<file path="src/rtl/assc_defines.vh">
`ifndef ASSC_DEFINES_VH
`define ASSC_DEFINES_VH
// Register indices; byte address is four times the index.
`define ASSC_IDX_STATUS   3'h0
`define ASSC_IDX_CTRL1    3'h1
`define ASSC_IDX_CTRL2    3'h2
`define ASSC_IDX_DATA     3'h3
`define ASSC_IDX_BAUD     3'h4
// Status register bit positions.
`define ASSC_ST_PARITY_ERROR_FLAG      7
`define ASSC_ST_NF        6
`define ASSC_ST_FRAMING_ERROR_FLAG      5
`define ASSC_ST_OVERRUN_FLAG      4
`define ASSC_ST_RECEIVER_IDLE_FLAG     3
`define ASSC_ST_RECEIVE_AVAILABLE_FLAG      2
`define ASSC_ST_TRANSMIT_IDLE_FLAG     1
`define ASSC_ST_TRANSMIT_EMPTY_FLAG      0
`define ASSC_STATUS_RST   8'h0b
// Control one bit positions.
`define ASSC_C1_UEN       7
`define ASSC_C1_NINE      6
`define ASSC_C1_PARITY_ENABLE      5
`define ASSC_C1_PODD      4
`define ASSC_C1_STOP2     3
`define ASSC_C1_BRK       2
`define ASSC_C1_RX8       1
`define ASSC_C1_TX8       0
// Control two bit positions.
`define ASSC_C2_TRANSMITTER_ENABLE      7
`define ASSC_C2_RECEIVER_ENABLE      6
`define ASSC_C2_BRGH      5
`define ASSC_C2_RIE       2
`define ASSC_CTRL_RST     8'h00
// Bit timing: oversample ticks, low-speed divide count and bit counts.
`define ASSC_OVS_LAST     4'hf
`define ASSC_SMP_A        4'h7
`define ASSC_SMP_B        4'h8
`define ASSC_SMP_C        4'h9
`define ASSC_LOW_DIV_LAST 2'h3
`define ASSC_BRK_BITS     4'hd
`define ASSC_BITS8_LAST   4'h7
`define ASSC_BITS9_LAST   4'h8
`endif

</file>
<file path="src/rtl/assc_top.v">
// Notes on behaviour
// - Parity error set on bad parity, read-then-access clears
// - Noise set with receive flag, not on overrun
// - Framing error set on bad stop, read-then-access clears
// - Overrun sets flag and blocks transfers until cleared
// - Receiver idle low from start to stop end
// - Word transfer sets available flag and errors together
// - Available flag clears after status, data read, empty
// - Transmit idle when empty, nothing sent, line high
// - Transmit idle clears on status read then write; the code clears it on any data write
// - Transmit empty set on shift load, cleared by write
// - Enabling transmitter also sets transmit empty
// - Port disable floats pins, else direction enables rule
// - Disable flushes, resets flags, keeps other configuration
// - Disable aborts activity, re-enable keeps configuration
// - Eight or nine data bits, ninth bits held
// - Parity generated and checked only when enabled
// - Parity select: zero even, one odd
// - One or two stop bits per frame
// - Break holds line low thirteen bits minimum
// - Received ninth bit read-only, transmit ninth write-only
// - Bits shifted least significant first at baud rate
// - Interrupt request from enable with overrun or available
// - Baud divisor is unsigned eight-bit divide factor
//
// The implementer's own choices: the register offsets and the strobed register port.
`timescale 1ns/1ps
`default_nettype none
`include "assc_defines.vh"
module assc_top (
  input  wire       clock_i,
  input  wire       rst_i,
  input  wire [2:0] addr_i,
  input  wire [7:0] wdata_i,
  input  wire       wr_i,
  input  wire       rd_i,
  output reg  [7:0] rdata_o,
  input  wire       rx_i,
  output reg        tx_o,
  output reg        tx_oe_n_o,
  output reg        rx_en_o,
  output reg        irq_o
);
  localparam [5:0] T_IDLE = 6'h01, T_START = 6'h02, T_DATA = 6'h04,
                   T_PAR = 6'h08, T_STOP = 6'h10, T_BRK = 6'h20;
  localparam [4:0] R_IDLE = 5'h01, R_START = 5'h02, R_DATA = 5'h04,
                   R_PAR = 5'h08, R_STOP = 5'h10;

  function maj3;
    input [2:0] s;
    begin
      maj3 = (s[0] & s[1]) | (s[1] & s[2]) | (s[0] & s[2]);
    end
  endfunction

  function is_reg;
    input [2:0] a;
    input [2:0] idx;
    begin
      is_reg = (a == idx);
    end
  endfunction

  reg  [7:0]  c1_ff;
  reg  [7:0]  c2_ff;
  reg  [7:0]  baud_ff;
  reg  [7:0]  presc_ff;
  reg  [1:0]  quart_ff;
  reg         samp_ff;
  reg  [2:0]  rx_sync_ff;
  reg         rx_filt_ff;
  reg         armed_ff;
  reg         parity_error_flag_ff;
  reg         nf_ff;
  reg         framing_error_flag_ff;
  reg         overrun_flag_ff;
  reg         transmit_empty_flag_ff;
  reg  [11:0] rxq_ff [0:1];
  reg  [1:0]  rx_cnt_ff;
  reg  [5:0]  tst_ff;
  reg  [3:0]  t_ovs_ff;
  reg  [3:0]  t_bit_ff;
  reg  [8:0]  t_sh_ff;
  reg  [8:0]  t_buf_ff;
  reg         t_full_ff;
  reg         t_par_ff;
  reg  [4:0]  rst_ff;
  reg  [3:0]  r_ovs_ff;
  reg  [3:0]  r_bit_ff;
  reg  [8:0]  r_sh_ff;
  reg  [2:0]  r_smp_ff;
  reg         r_nf_ff;
  reg         r_par_ff;
  reg         transmitter_enable_d_ff;

  wire uen    = c1_ff[`ASSC_C1_UEN];
  wire nine   = c1_ff[`ASSC_C1_NINE];
  wire parity_enable   = c1_ff[`ASSC_C1_PARITY_ENABLE];
  wire podd   = c1_ff[`ASSC_C1_PODD];
  wire stop2  = c1_ff[`ASSC_C1_STOP2];
  wire brk    = c1_ff[`ASSC_C1_BRK];
  wire tx_on  = uen & c2_ff[`ASSC_C2_TRANSMITTER_ENABLE];
  wire rx_on  = uen & c2_ff[`ASSC_C2_RECEIVER_ENABLE];
  wire [3:0] bits_last = nine ? `ASSC_BITS9_LAST : `ASSC_BITS8_LAST;

  wire acc_st  = is_reg(addr_i, `ASSC_IDX_STATUS);
  wire acc_dat = is_reg(addr_i, `ASSC_IDX_DATA);
  wire st_rd   = rd_i & acc_st;
  wire dat_rd  = rd_i & acc_dat;
  wire dat_wr  = wr_i & acc_dat;
  wire dat_acc = (dat_rd | dat_wr) & armed_ff;

  wire receive_available_flag   = (rx_cnt_ff != 2'h0);
  wire receiver_idle_flag  = rst_ff[0];
  wire transmit_idle_flag  = transmit_empty_flag_ff & ~t_full_ff & tst_ff[0] & ~brk;
  wire [7:0] status = {parity_error_flag_ff, nf_ff, framing_error_flag_ff, overrun_flag_ff, receiver_idle_flag, receive_available_flag, transmit_idle_flag, transmit_empty_flag_ff};

  // Baud timer: N+1 clocks per oversample tick, times four in low speed.
  always @(posedge clock_i) begin
    if (rst_i || !uen) begin
      presc_ff <= 8'h00;
      quart_ff <= 2'h0;
      samp_ff  <= 1'b0;
    end else begin
      samp_ff <= 1'b0;
      if (presc_ff == baud_ff) begin
        presc_ff <= 8'h00;
        quart_ff <= quart_ff + 2'h1;
        samp_ff  <= c2_ff[`ASSC_C2_BRGH] | (quart_ff == `ASSC_LOW_DIV_LAST);
      end else begin
        presc_ff <= presc_ff + 8'h01;
      end
    end
  end

  // Configuration registers.
  always @(posedge clock_i) begin
    if (rst_i) begin
      c1_ff   <= `ASSC_CTRL_RST;
      c2_ff   <= `ASSC_CTRL_RST;
      baud_ff <= 8'h00;
    end else begin
      if (wr_i && is_reg(addr_i, `ASSC_IDX_CTRL1))
        c1_ff <= wdata_i;
      if (wr_i && is_reg(addr_i, `ASSC_IDX_CTRL2))
        c2_ff <= wdata_i;
      if (wr_i && is_reg(addr_i, `ASSC_IDX_BAUD))
        baud_ff <= wdata_i;
      if (!uen) begin
        c2_ff[`ASSC_C2_TRANSMITTER_ENABLE] <= 1'b0;
        c2_ff[`ASSC_C2_RECEIVER_ENABLE] <= 1'b0;
        c1_ff[`ASSC_C1_BRK]  <= 1'b0;
      end
    end
  end

  // Register reads; data stand only in the cycle after the strobe.
  always @(posedge clock_i) begin
    if (rst_i) begin
      rdata_o <= 8'h00;
    end else if (rd_i) begin
      case (addr_i)
        `ASSC_IDX_STATUS: rdata_o <= status;
        `ASSC_IDX_CTRL1:  rdata_o <= {c1_ff[7:2], rxq_ff[0][8], 1'b0};
        `ASSC_IDX_CTRL2:  rdata_o <= c2_ff;
        `ASSC_IDX_DATA:   rdata_o <= rxq_ff[0][7:0];
        `ASSC_IDX_BAUD:   rdata_o <= baud_ff;
        default:          rdata_o <= 8'h00;
      endcase
    end else begin
      rdata_o <= 8'h00;
    end
  end

  // Status read arms the clear sequence; a data access completes it.
  always @(posedge clock_i) begin
    if (rst_i || !uen)
      armed_ff <= 1'b0;
    else if (st_rd)
      armed_ff <= 1'b1;
    else if (rd_i || wr_i)
      armed_ff <= 1'b0;
  end

  // A released pin must not keep a stale low from an aborted frame.
  wire tx_low = tst_ff[1] | tst_ff[5] | (tst_ff[2] & ~t_sh_ff[0]) | (tst_ff[3] & ~t_par_ff);

  // Pins and interrupt request.
  always @(posedge clock_i) begin
    if (rst_i) begin
      tx_oe_n_o <= 1'b1;
      rx_en_o   <= 1'b0;
      irq_o     <= 1'b0;
      tx_o      <= 1'b1;
    end else begin
      tx_oe_n_o <= ~tx_on;
      rx_en_o   <= rx_on;
      irq_o     <= c2_ff[`ASSC_C2_RIE] & (overrun_flag_ff | receive_available_flag);
      tx_o      <= ~(tx_on & tx_low);
    end
  end

  // Transmitter.
  wire t_end = samp_ff & (t_ovs_ff == `ASSC_OVS_LAST);
  always @(posedge clock_i) begin
    if (rst_i || !tx_on) begin
      tst_ff    <= T_IDLE;
      t_ovs_ff  <= 4'h0;
      t_bit_ff  <= 4'h0;
      t_sh_ff   <= 9'h000;
      t_buf_ff  <= 9'h000;
      t_full_ff <= 1'b0;
      t_par_ff  <= 1'b0;
      transmit_empty_flag_ff   <= 1'b1;
      transmitter_enable_d_ff <= 1'b0;
    end else begin
      transmitter_enable_d_ff <= 1'b1;
      if (samp_ff)
        t_ovs_ff <= t_ovs_ff + 4'h1;
      if (dat_wr) begin
        t_buf_ff  <= {c1_ff[`ASSC_C1_TX8], wdata_i};
        t_full_ff <= 1'b1;
        if (armed_ff)
          transmit_empty_flag_ff <= 1'b0;
      end
      if (!transmitter_enable_d_ff)
        transmit_empty_flag_ff <= 1'b1;
      case (tst_ff)
        T_IDLE: begin
          t_ovs_ff <= 4'h0;
          t_bit_ff <= 4'h0;
          if (t_full_ff && !dat_wr) begin
            t_sh_ff   <= t_buf_ff;
            t_par_ff  <= ^(nine ? t_buf_ff : {1'b0, t_buf_ff[7:0]}) ^ podd;
            t_full_ff <= 1'b0;
            transmit_empty_flag_ff   <= 1'b1;
            tst_ff    <= T_START;
          end else if (brk && !t_full_ff) begin
            tst_ff <= T_BRK;
          end
        end
        T_START: if (t_end) tst_ff <= T_DATA;
        T_DATA: if (t_end) begin
          t_sh_ff  <= {1'b0, t_sh_ff[8:1]};
          t_bit_ff <= t_bit_ff + 4'h1;
          if (t_bit_ff == bits_last) begin
            t_bit_ff <= 4'h0;
            tst_ff   <= parity_enable ? T_PAR : T_STOP;
          end
        end
        T_PAR: if (t_end) tst_ff <= T_STOP;
        T_STOP: if (t_end) begin
          t_bit_ff <= t_bit_ff + 4'h1;
          if (!stop2 || t_bit_ff != 4'h0)
            tst_ff <= T_IDLE;
        end
        T_BRK: if (t_end) begin
          if (t_bit_ff != `ASSC_BRK_BITS)
            t_bit_ff <= t_bit_ff + 4'h1;
          else if (!brk) begin
            t_bit_ff <= 4'h0;
            tst_ff   <= T_STOP;
          end
        end
        default: tst_ff <= T_IDLE;
      endcase
    end
  end

  // Receive input synchroniser and filter.
  always @(posedge clock_i) begin
    if (rst_i) begin
      rx_sync_ff <= 3'h7;
      rx_filt_ff <= 1'b1;
    end else begin
      rx_sync_ff <= {rx_sync_ff[1:0], rx_i};
      if (rx_sync_ff[1] == rx_sync_ff[2])
        rx_filt_ff <= rx_sync_ff[2];
    end
  end

  // Receiver: three mid-bit samples, majority decides, disagreement is noise.
  wire       r_end  = samp_ff & (r_ovs_ff == `ASSC_OVS_LAST);
  wire       r_val  = maj3(r_smp_ff);
  wire       r_dis  = (r_smp_ff != 3'h0) & (r_smp_ff != 3'h7);
  wire       r_done = r_end & rst_ff[4];
  wire [8:0] r_word = nine ? r_sh_ff : {1'b0, r_sh_ff[8:1]};
  wire       r_parity_error_flag = parity_enable & (r_par_ff != (^r_word ^ podd));
  wire [11:0] r_ent = {r_parity_error_flag, r_nf_ff | r_dis, ~r_val, r_word};
  always @(posedge clock_i) begin
    if (rst_i || !rx_on) begin
      rst_ff   <= R_IDLE;
      r_ovs_ff <= 4'h0;
      r_bit_ff <= 4'h0;
      r_sh_ff  <= 9'h000;
      r_smp_ff <= 3'h7;
      r_nf_ff  <= 1'b0;
      r_par_ff <= 1'b0;
    end else begin
      if (samp_ff) begin
        r_ovs_ff <= r_ovs_ff + 4'h1;
        if (r_ovs_ff == `ASSC_SMP_A || r_ovs_ff == `ASSC_SMP_B || r_ovs_ff == `ASSC_SMP_C)
          r_smp_ff <= {r_smp_ff[1:0], rx_filt_ff};
      end
      case (rst_ff)
        R_IDLE: begin
          r_ovs_ff <= 4'h0;
          r_bit_ff <= 4'h0;
          r_nf_ff  <= 1'b0;
          if (!rx_filt_ff)
            rst_ff <= R_START;
        end
        R_START: if (r_end) begin
          r_nf_ff <= r_dis;
          rst_ff  <= r_val ? R_IDLE : R_DATA;
        end
        R_DATA: if (r_end) begin
          r_nf_ff  <= r_nf_ff | r_dis;
          r_sh_ff  <= {r_val, r_sh_ff[8:1]};
          r_bit_ff <= r_bit_ff + 4'h1;
          if (r_bit_ff == bits_last)
            rst_ff <= parity_enable ? R_PAR : R_STOP;
        end
        R_PAR: if (r_end) begin
          r_nf_ff  <= r_nf_ff | r_dis;
          r_par_ff <= r_val;
          rst_ff   <= R_STOP;
        end
        R_STOP: if (r_end) rst_ff <= R_IDLE;
        default: rst_ff <= R_IDLE;
      endcase
    end
  end

  // Two-word receive buffer and receive flags.
  wire       pop   = dat_rd & armed_ff & receive_available_flag;
  wire [1:0] left  = rx_cnt_ff - {1'b0, pop};
  wire       ovr   = r_done & (overrun_flag_ff | left[1]);
  wire       push  = r_done & ~ovr;
  wire       to_hd = push & (left == 2'h0);
  wire       up_hd = pop & rx_cnt_ff[1];
  always @(posedge clock_i) begin
    if (rst_i || !rx_on) begin
      rx_cnt_ff <= 2'h0;
      rxq_ff[0] <= 12'h000;
      rxq_ff[1] <= 12'h000;
      parity_error_flag_ff   <= 1'b0;
      nf_ff     <= 1'b0;
      framing_error_flag_ff   <= 1'b0;
      overrun_flag_ff   <= 1'b0;
    end else begin
      if (dat_acc) begin
        parity_error_flag_ff <= 1'b0;
        nf_ff   <= 1'b0;
        framing_error_flag_ff <= 1'b0;
        overrun_flag_ff <= 1'b0;
      end
      if (up_hd)
        rxq_ff[0] <= rxq_ff[1];
      if (push) begin
        if (left == 2'h0)
          rxq_ff[0] <= r_ent;
        else
          rxq_ff[1] <= r_ent;
      end
      rx_cnt_ff <= left + {1'b0, push};
      if (ovr)
        overrun_flag_ff <= 1'b1;
      if (to_hd || up_hd) begin
        parity_error_flag_ff <= parity_error_flag_ff & ~dat_acc | (to_hd ? r_ent[11] : rxq_ff[1][11]);
        nf_ff   <= nf_ff & ~dat_acc | (to_hd ? r_ent[10] : rxq_ff[1][10]);
        framing_error_flag_ff <= framing_error_flag_ff & ~dat_acc | (to_hd ? r_ent[9] : rxq_ff[1][9]);
      end
    end
  end
endmodule
`default_nettype wire

</file>
<file path="config.mk">
export PLATFORM = sky130hd
export DESIGN_NAME = assc_top
export DESIGN_NICKNAME = d
export VERILOG_FILES = /design/src/rtl/assc_top.v
export VERILOG_INCLUDE_DIRS = /design/src /design/src/rtl
export SDC_FILE = /design/constraint.sdc
export NUM_CORES = 1
export LEC_CHECK = 0
export BUFFER_PORTS_ARGS = -buffer_cell sky130_fd_sc_hd__buf_2
export CAP_MARGIN = 20
export CORE_MARGIN = 2
export CORE_UTILIZATION = 30
export DETAILED_ROUTE_END_ITERATION = 8
export PLACE_DENSITY_LB_ADDON = 0.08
export SLEW_MARGIN = 40
export SYNTH_ARGS = -nofsm -noshare
export SYNTH_HDL_FRONTEND = slang
export SYNTH_SLANG_ARGS = --single-unit
</file>
<file path="constraint.sdc">
create_clock -name clock_i -period 3.19 [get_ports clock_i]
set_input_delay 0.638 -clock clock_i [delete_from_list [all_inputs] [get_ports clock_i]]
set_output_delay 0.638 -clock clock_i [all_outputs]
set_load 0.02 [all_outputs]
</file>
Yosys cells after proc, flatten, opt, wreduce, memory -nomap -nowiden
Memory sizes are Yosys's and may differ from the RTL's.
Index checks and enable logic that the tools add are counted.

cells by class
  $add $sub $neg = 8
  eq/ne operators = 47
  multiplexer cells = 76
  bitwise operators = 60
  reductions and logical operators = 50

operators by type and width
  cell                 number
  $mux 6               11
  $mux 5               8
  $pmux 8 s5           1
  $mux 12              3
  $mux 9               4
  $pmux 6 s6           1
  $mux 1               34
  $mux 4               8
  $ne 2x2->1 const B   16
  $and 1x1->1          30
  $pmux 5 s5           1
  $pmux 9 s2           1
  $reduce_xor 9->1     2
  $add 4x1->4 const B  4
  $eq 4x4->1 const B   4
  $or 1x1->1           16
  $pmux 4 s4           1
  $reduce_or 2->1      7
  $not 1->1            12
  $reduce_bool 2->1    6
  $reduce_and 10->1    1
  $reduce_and 2->1     5
  $ne 3x3->1 const B   3
  $add 8x1->8 const B  1
  other kinds (39)     61

word-level totals
  register bits = 121
  bits in writable memories = 24
  bits of input ports = 16
  logic and storage cells = 279
  memories = 1

memories
  name    words  bits a word  read ports  clocked after Yosys merged registers in  write ports  RTL line       RTL
  rxq_ff  2      12           2           0                                        2            assc_top.v:78  reg [11:0] rxq_ff [0:1];

Depth between registers and ports, before layout
  depth after elaboration = 13
  gate-level depth with buffers = 11

Least setup slack after synthesis
No wires, ideal clock.

  kind = in2reg
  from = input port addr_i[0]
  to = memory rxq_ff[1][0] (netlist: rxq_ff[0][12]) (enable)
  setup time = 0.398 ns
  arrival time = 2.763 ns
  data required time = 2.792 ns
  slack = 0.029 ns
  stages on the path = 8
  path buffers = 1
  cell sequence = clkbuf_1 -> and4b_1 -> o211a_1 -> ha_1 -> xor2_1 -> nor2_1 -> nand3_1 -> o21ai_0

RTL lines
  what         RTL line       RTL
  from (decl)  assc_top.v:33  input wire [2:0] addr_i,
  to (decl)    assc_top.v:78

==> impl_results.md <==
* Outcome: finished clean
* Fmax achieved at 0.383 GHz
* Height of the die at ~150 um
* Routability congestion estimate at around 0.76
* Synth warnings at 0
* Register area share after synthesis at 0.459
* Leakage at 0.00275 uW
* Hold Vio Cnt, Final at 0
* PortBufs at 27
* Root buf cell: clkbuf_16
* R2R Path Start: armed_ff
* Syn Std Cell Area at 6610 um2
* Async SR Flop Fraction at 0
* Slack of the worst reg-to-reg path at ~0.7 ns
* Reg2Reg Capture Point: rxq_ff[0][3]
* Mean Syn Cell Area at around 9.1 um2
* Hold path depth at 1
* Gr ovfl total at 0
* Vias per cell at ~5.0
* Drt first pass iters at 5
* DRC Markers at 0
* Crit start category: primary input
* Setup_tns at 0 ns
* Unique masters post-synth at 63
* Site Rows at 54
* Core area at 21,800 um2
* Initial core utilization at 0.304
* ANT cells at 0
* Fin. max-slew vios at 0
* Internal power at 2920 uW
* Worst Hold End: transmit_empty_flag_ff
* Seq cells post-synth at 141
* Area growth syn-to-layout at 15.1%
* Initial antenna violation count at 0
* Global-route wire length before repair at 27,500 um
* Shortest period the worst path allows at about 2.6 ns
* Skew final at 0.00962 ns
* CTS clk-pin slew, worst paths at about 0.06 ns
* Post-cts resize count at 0
* GRT Total Usage at 0.150
* Hold Crit Class: register to register
* Post-synthesis net count at 758
* Main synth FF type: dfxtp_1
* Total wire length at 17,000 um
* Final worst path period share at 0.819
* Vias in the first global route at around 5,200
* Unrepaired setup endpoints after global routing: false
* Worst setup EP type: register
* Clk buf depth at 2
* DR vias at 5,287
* CP Max Fanout at 17
* DIE AREA at 23,200 um2
* Worst R2R Path Depth at 8
* Logic pwr share at 0.023
* IO Count at 28
* TritonCTS clock tree: yes
* Worst slew margin at 0.557
* Final setup violation count at 0
* Clk pwr share at 0.498
* H-tree level count at 4
* Mapped Cells at 730
* Crit path kind: primary input to register
* Maximum VDD drop at 0.279 mV
* Wire per inst at between 15 and 20 um
* Net Switching at about 900 uW
* Min-delay src: transmitter_enable_d_ff
* Max-cap check violation count at 0
* Worst EP arrival at 2.84 ns
* Number of synthesized flops with an enable pin at 21
* Largest net degree at the start of global routing at 28
* Final layout net count at roughly 800
* Cell area power density at 498 nW/um2
* ANT nets after route at 0
* Post-CTS setup buffers at 0
* Fin area at 7610 um2
* CTS sink cnt at between 100 and 150
* Die width at 152 um
* Hold_buf cts at 0
* CP required at 3.42 ns
* Layout cells sized above 1 at 0.114
* HPWL after detailed placement at about 12,000 um
* Placed Area at roughly 7000 um2
* Seq pwr share at 0.478
* Worst skew pair latency at 0.42 ns
* Number of buffers created by CTS at 17
* Worst slew pin tran at 0.659 ns
* Switching Fraction at 0.231
* Number of DRC markers in iteration 0 at 310
-- logic make-up after synthesis --
| family | count (synthesis) | synth area share |
|---|---|---|
| and+or+nand+nor | 302 | 0.218 |
| DFF | 141 | 0.459 |
| AOI/OAI and AO/OA | 137 | 0.136 |
| buffers and inverters | 49 | 0.0333 |
| xor gates and xnor gates | 47 | 0.0643 |
| muxes | 41 | 0.0662 |
| adders and majority gates | 13 | 0.0242 |
-- sequential cells by signal, indices dropped and copies added, names as in the netlist, 2 cells and up --
signal      cells
t_sh_ff         9
r_smp_ff        3
r_ovs_ff        4
quart_ff        2
presc_ff        8
rx_sync_ff      3
c2_ff           8
c1_ff           7
rst_ff          5
baud_ff         8
rdata_o         8
t_buf_ff        9
r_bit_ff        4
t_bit_ff        4
tst_ff          6
rx_cnt_ff       2
rxq_ff         21
r_sh_ff         9
t_ovs_ff        4
-- power by group through the flow --
stage | clock network (uW) | logic, uW | registers [uW]
after CTS | 1950 | 90.0 | 1810
after detailed placement | 0 | 89.4 | 1850
after global placement | 0 | 88.1 | 1850
after global routing | 2020 | 97.3 | 1810
after floorplan | 0 | 53.6 | 1850
final | 1890 | 88.7 | 1810
-- cell usage after synthesis, types with 8 or more instances --
library cell	number	share of area
a211oi_1	10	0.011
a21oi_1	53	0.040
a22oi_1	11	0.012
and3_1	8	0.0076
clkbuf_1	23	0.013
dfxtp_1	120	0.36
edfxtp_1	21	0.095
ha_1	12	0.023
inv_1	12	0.0068
mux2i_1	37	0.056
nand2_1	94	0.053
nand3_1	32	0.024
nand4_1	11	0.010
nor2_1	91	0.052
nor2b_1	8	0.0076
nor3_1	12	0.0091
o21ai_0	13	0.0098
xnor2_1	19	0.025
xor2_1	27	0.036
-- cells in the final DEF, fill, tap and decap left out, drive strengths merged, types with 6 or more instances in the layout --
cell / count
a211oi: 10
a21oi: 53
a22oi: 11
a311oi: 9
a31oi: 6
and3: 8
buf: 43
clkbuf: 17
dfxtp: 120
edfxtp: 21
ha: 12
inv: 17
mux2i: 37
nand2: 94
nand3: 32
nand4: 11
nor2: 91
nor2b: 8
nor3: 13
nor3b: 7
nor4: 8
o211ai: 7
o21ai: 13
o31ai: 6
xnor2: 19
xor2: 27
-- per-stage QoR --
stage | instances | utilization | power [uW] | setup slack [ns] | hold WS [ns]
after floorplan | 730 | - | 1900 | 0.0294 | 0.356
after global placement | 1017 | 0.324 | 1940 | 0.285 | 0.363
after detailed placement | 1017 | 0.324 | 1940 | 0.154 | 0.367
after CTS | 1049 | 0.350 | 3850 | 0.592 | 0.384
after global routing | 1049 | 0.350 | 3930 | 0.324 | 0.395
final | 1049 | 0.350 | 3790 | 0.577 | 0.380
-- worst max-delay path: stages --
cell      delay (ns)
buf_2           0.22
and4b_1         0.26
o211a_1         0.13
ha_1            0.18
xor2_1          0.18
nor4_1          0.35
and2_1          0.50
nor2_1          0.09
a211oi_1        0.28
-- cell type report --
cell class / instances / area [um2]
clock buffer: 17 / 425
clock inverter: 15 / 136
fill: 2259 / 14100
inverter: 13 / 48.8
multi-input combinational: 540 / 3360
sequential: 141 / 3030
tap: 280 / 350
timing repair buffer: 43 / 255
-- how the worst max path moves through the flow --
| stage | start | end | slack (ns) | depth (start not counted) |
|---|---|---|---|---|
| CTS | addr_i[2] | rxq_ff[0][3] | 0.59 | 9 |
| global route | addr_i[2] | rxq_ff[0][3] | 0.32 | 9 |
| finish | addr_i[2] | rxq_ff[0][3] | 0.58 | 9 |
| floorplan | addr_i[0] | rxq_ff[0][12] | 0.03 | 8 |
| global placement | addr_i[2] | rxq_ff[0][6] | 0.28 | 9 |
| detailed placement | addr_i[2] | rxq_ff[0][3] | 0.15 | 9 |
-- routing by layer --
metal	part of all wire	vias up	global-route usage
li1	-	2654	-
met1	0.49	2548	0.197
met5	0	-	0
met3	0.029	14	0.0358
met2	0.46	71	0.242
met4	0.015	0	0.0520
No activity file was read; power rests on OpenSTA's default activity.
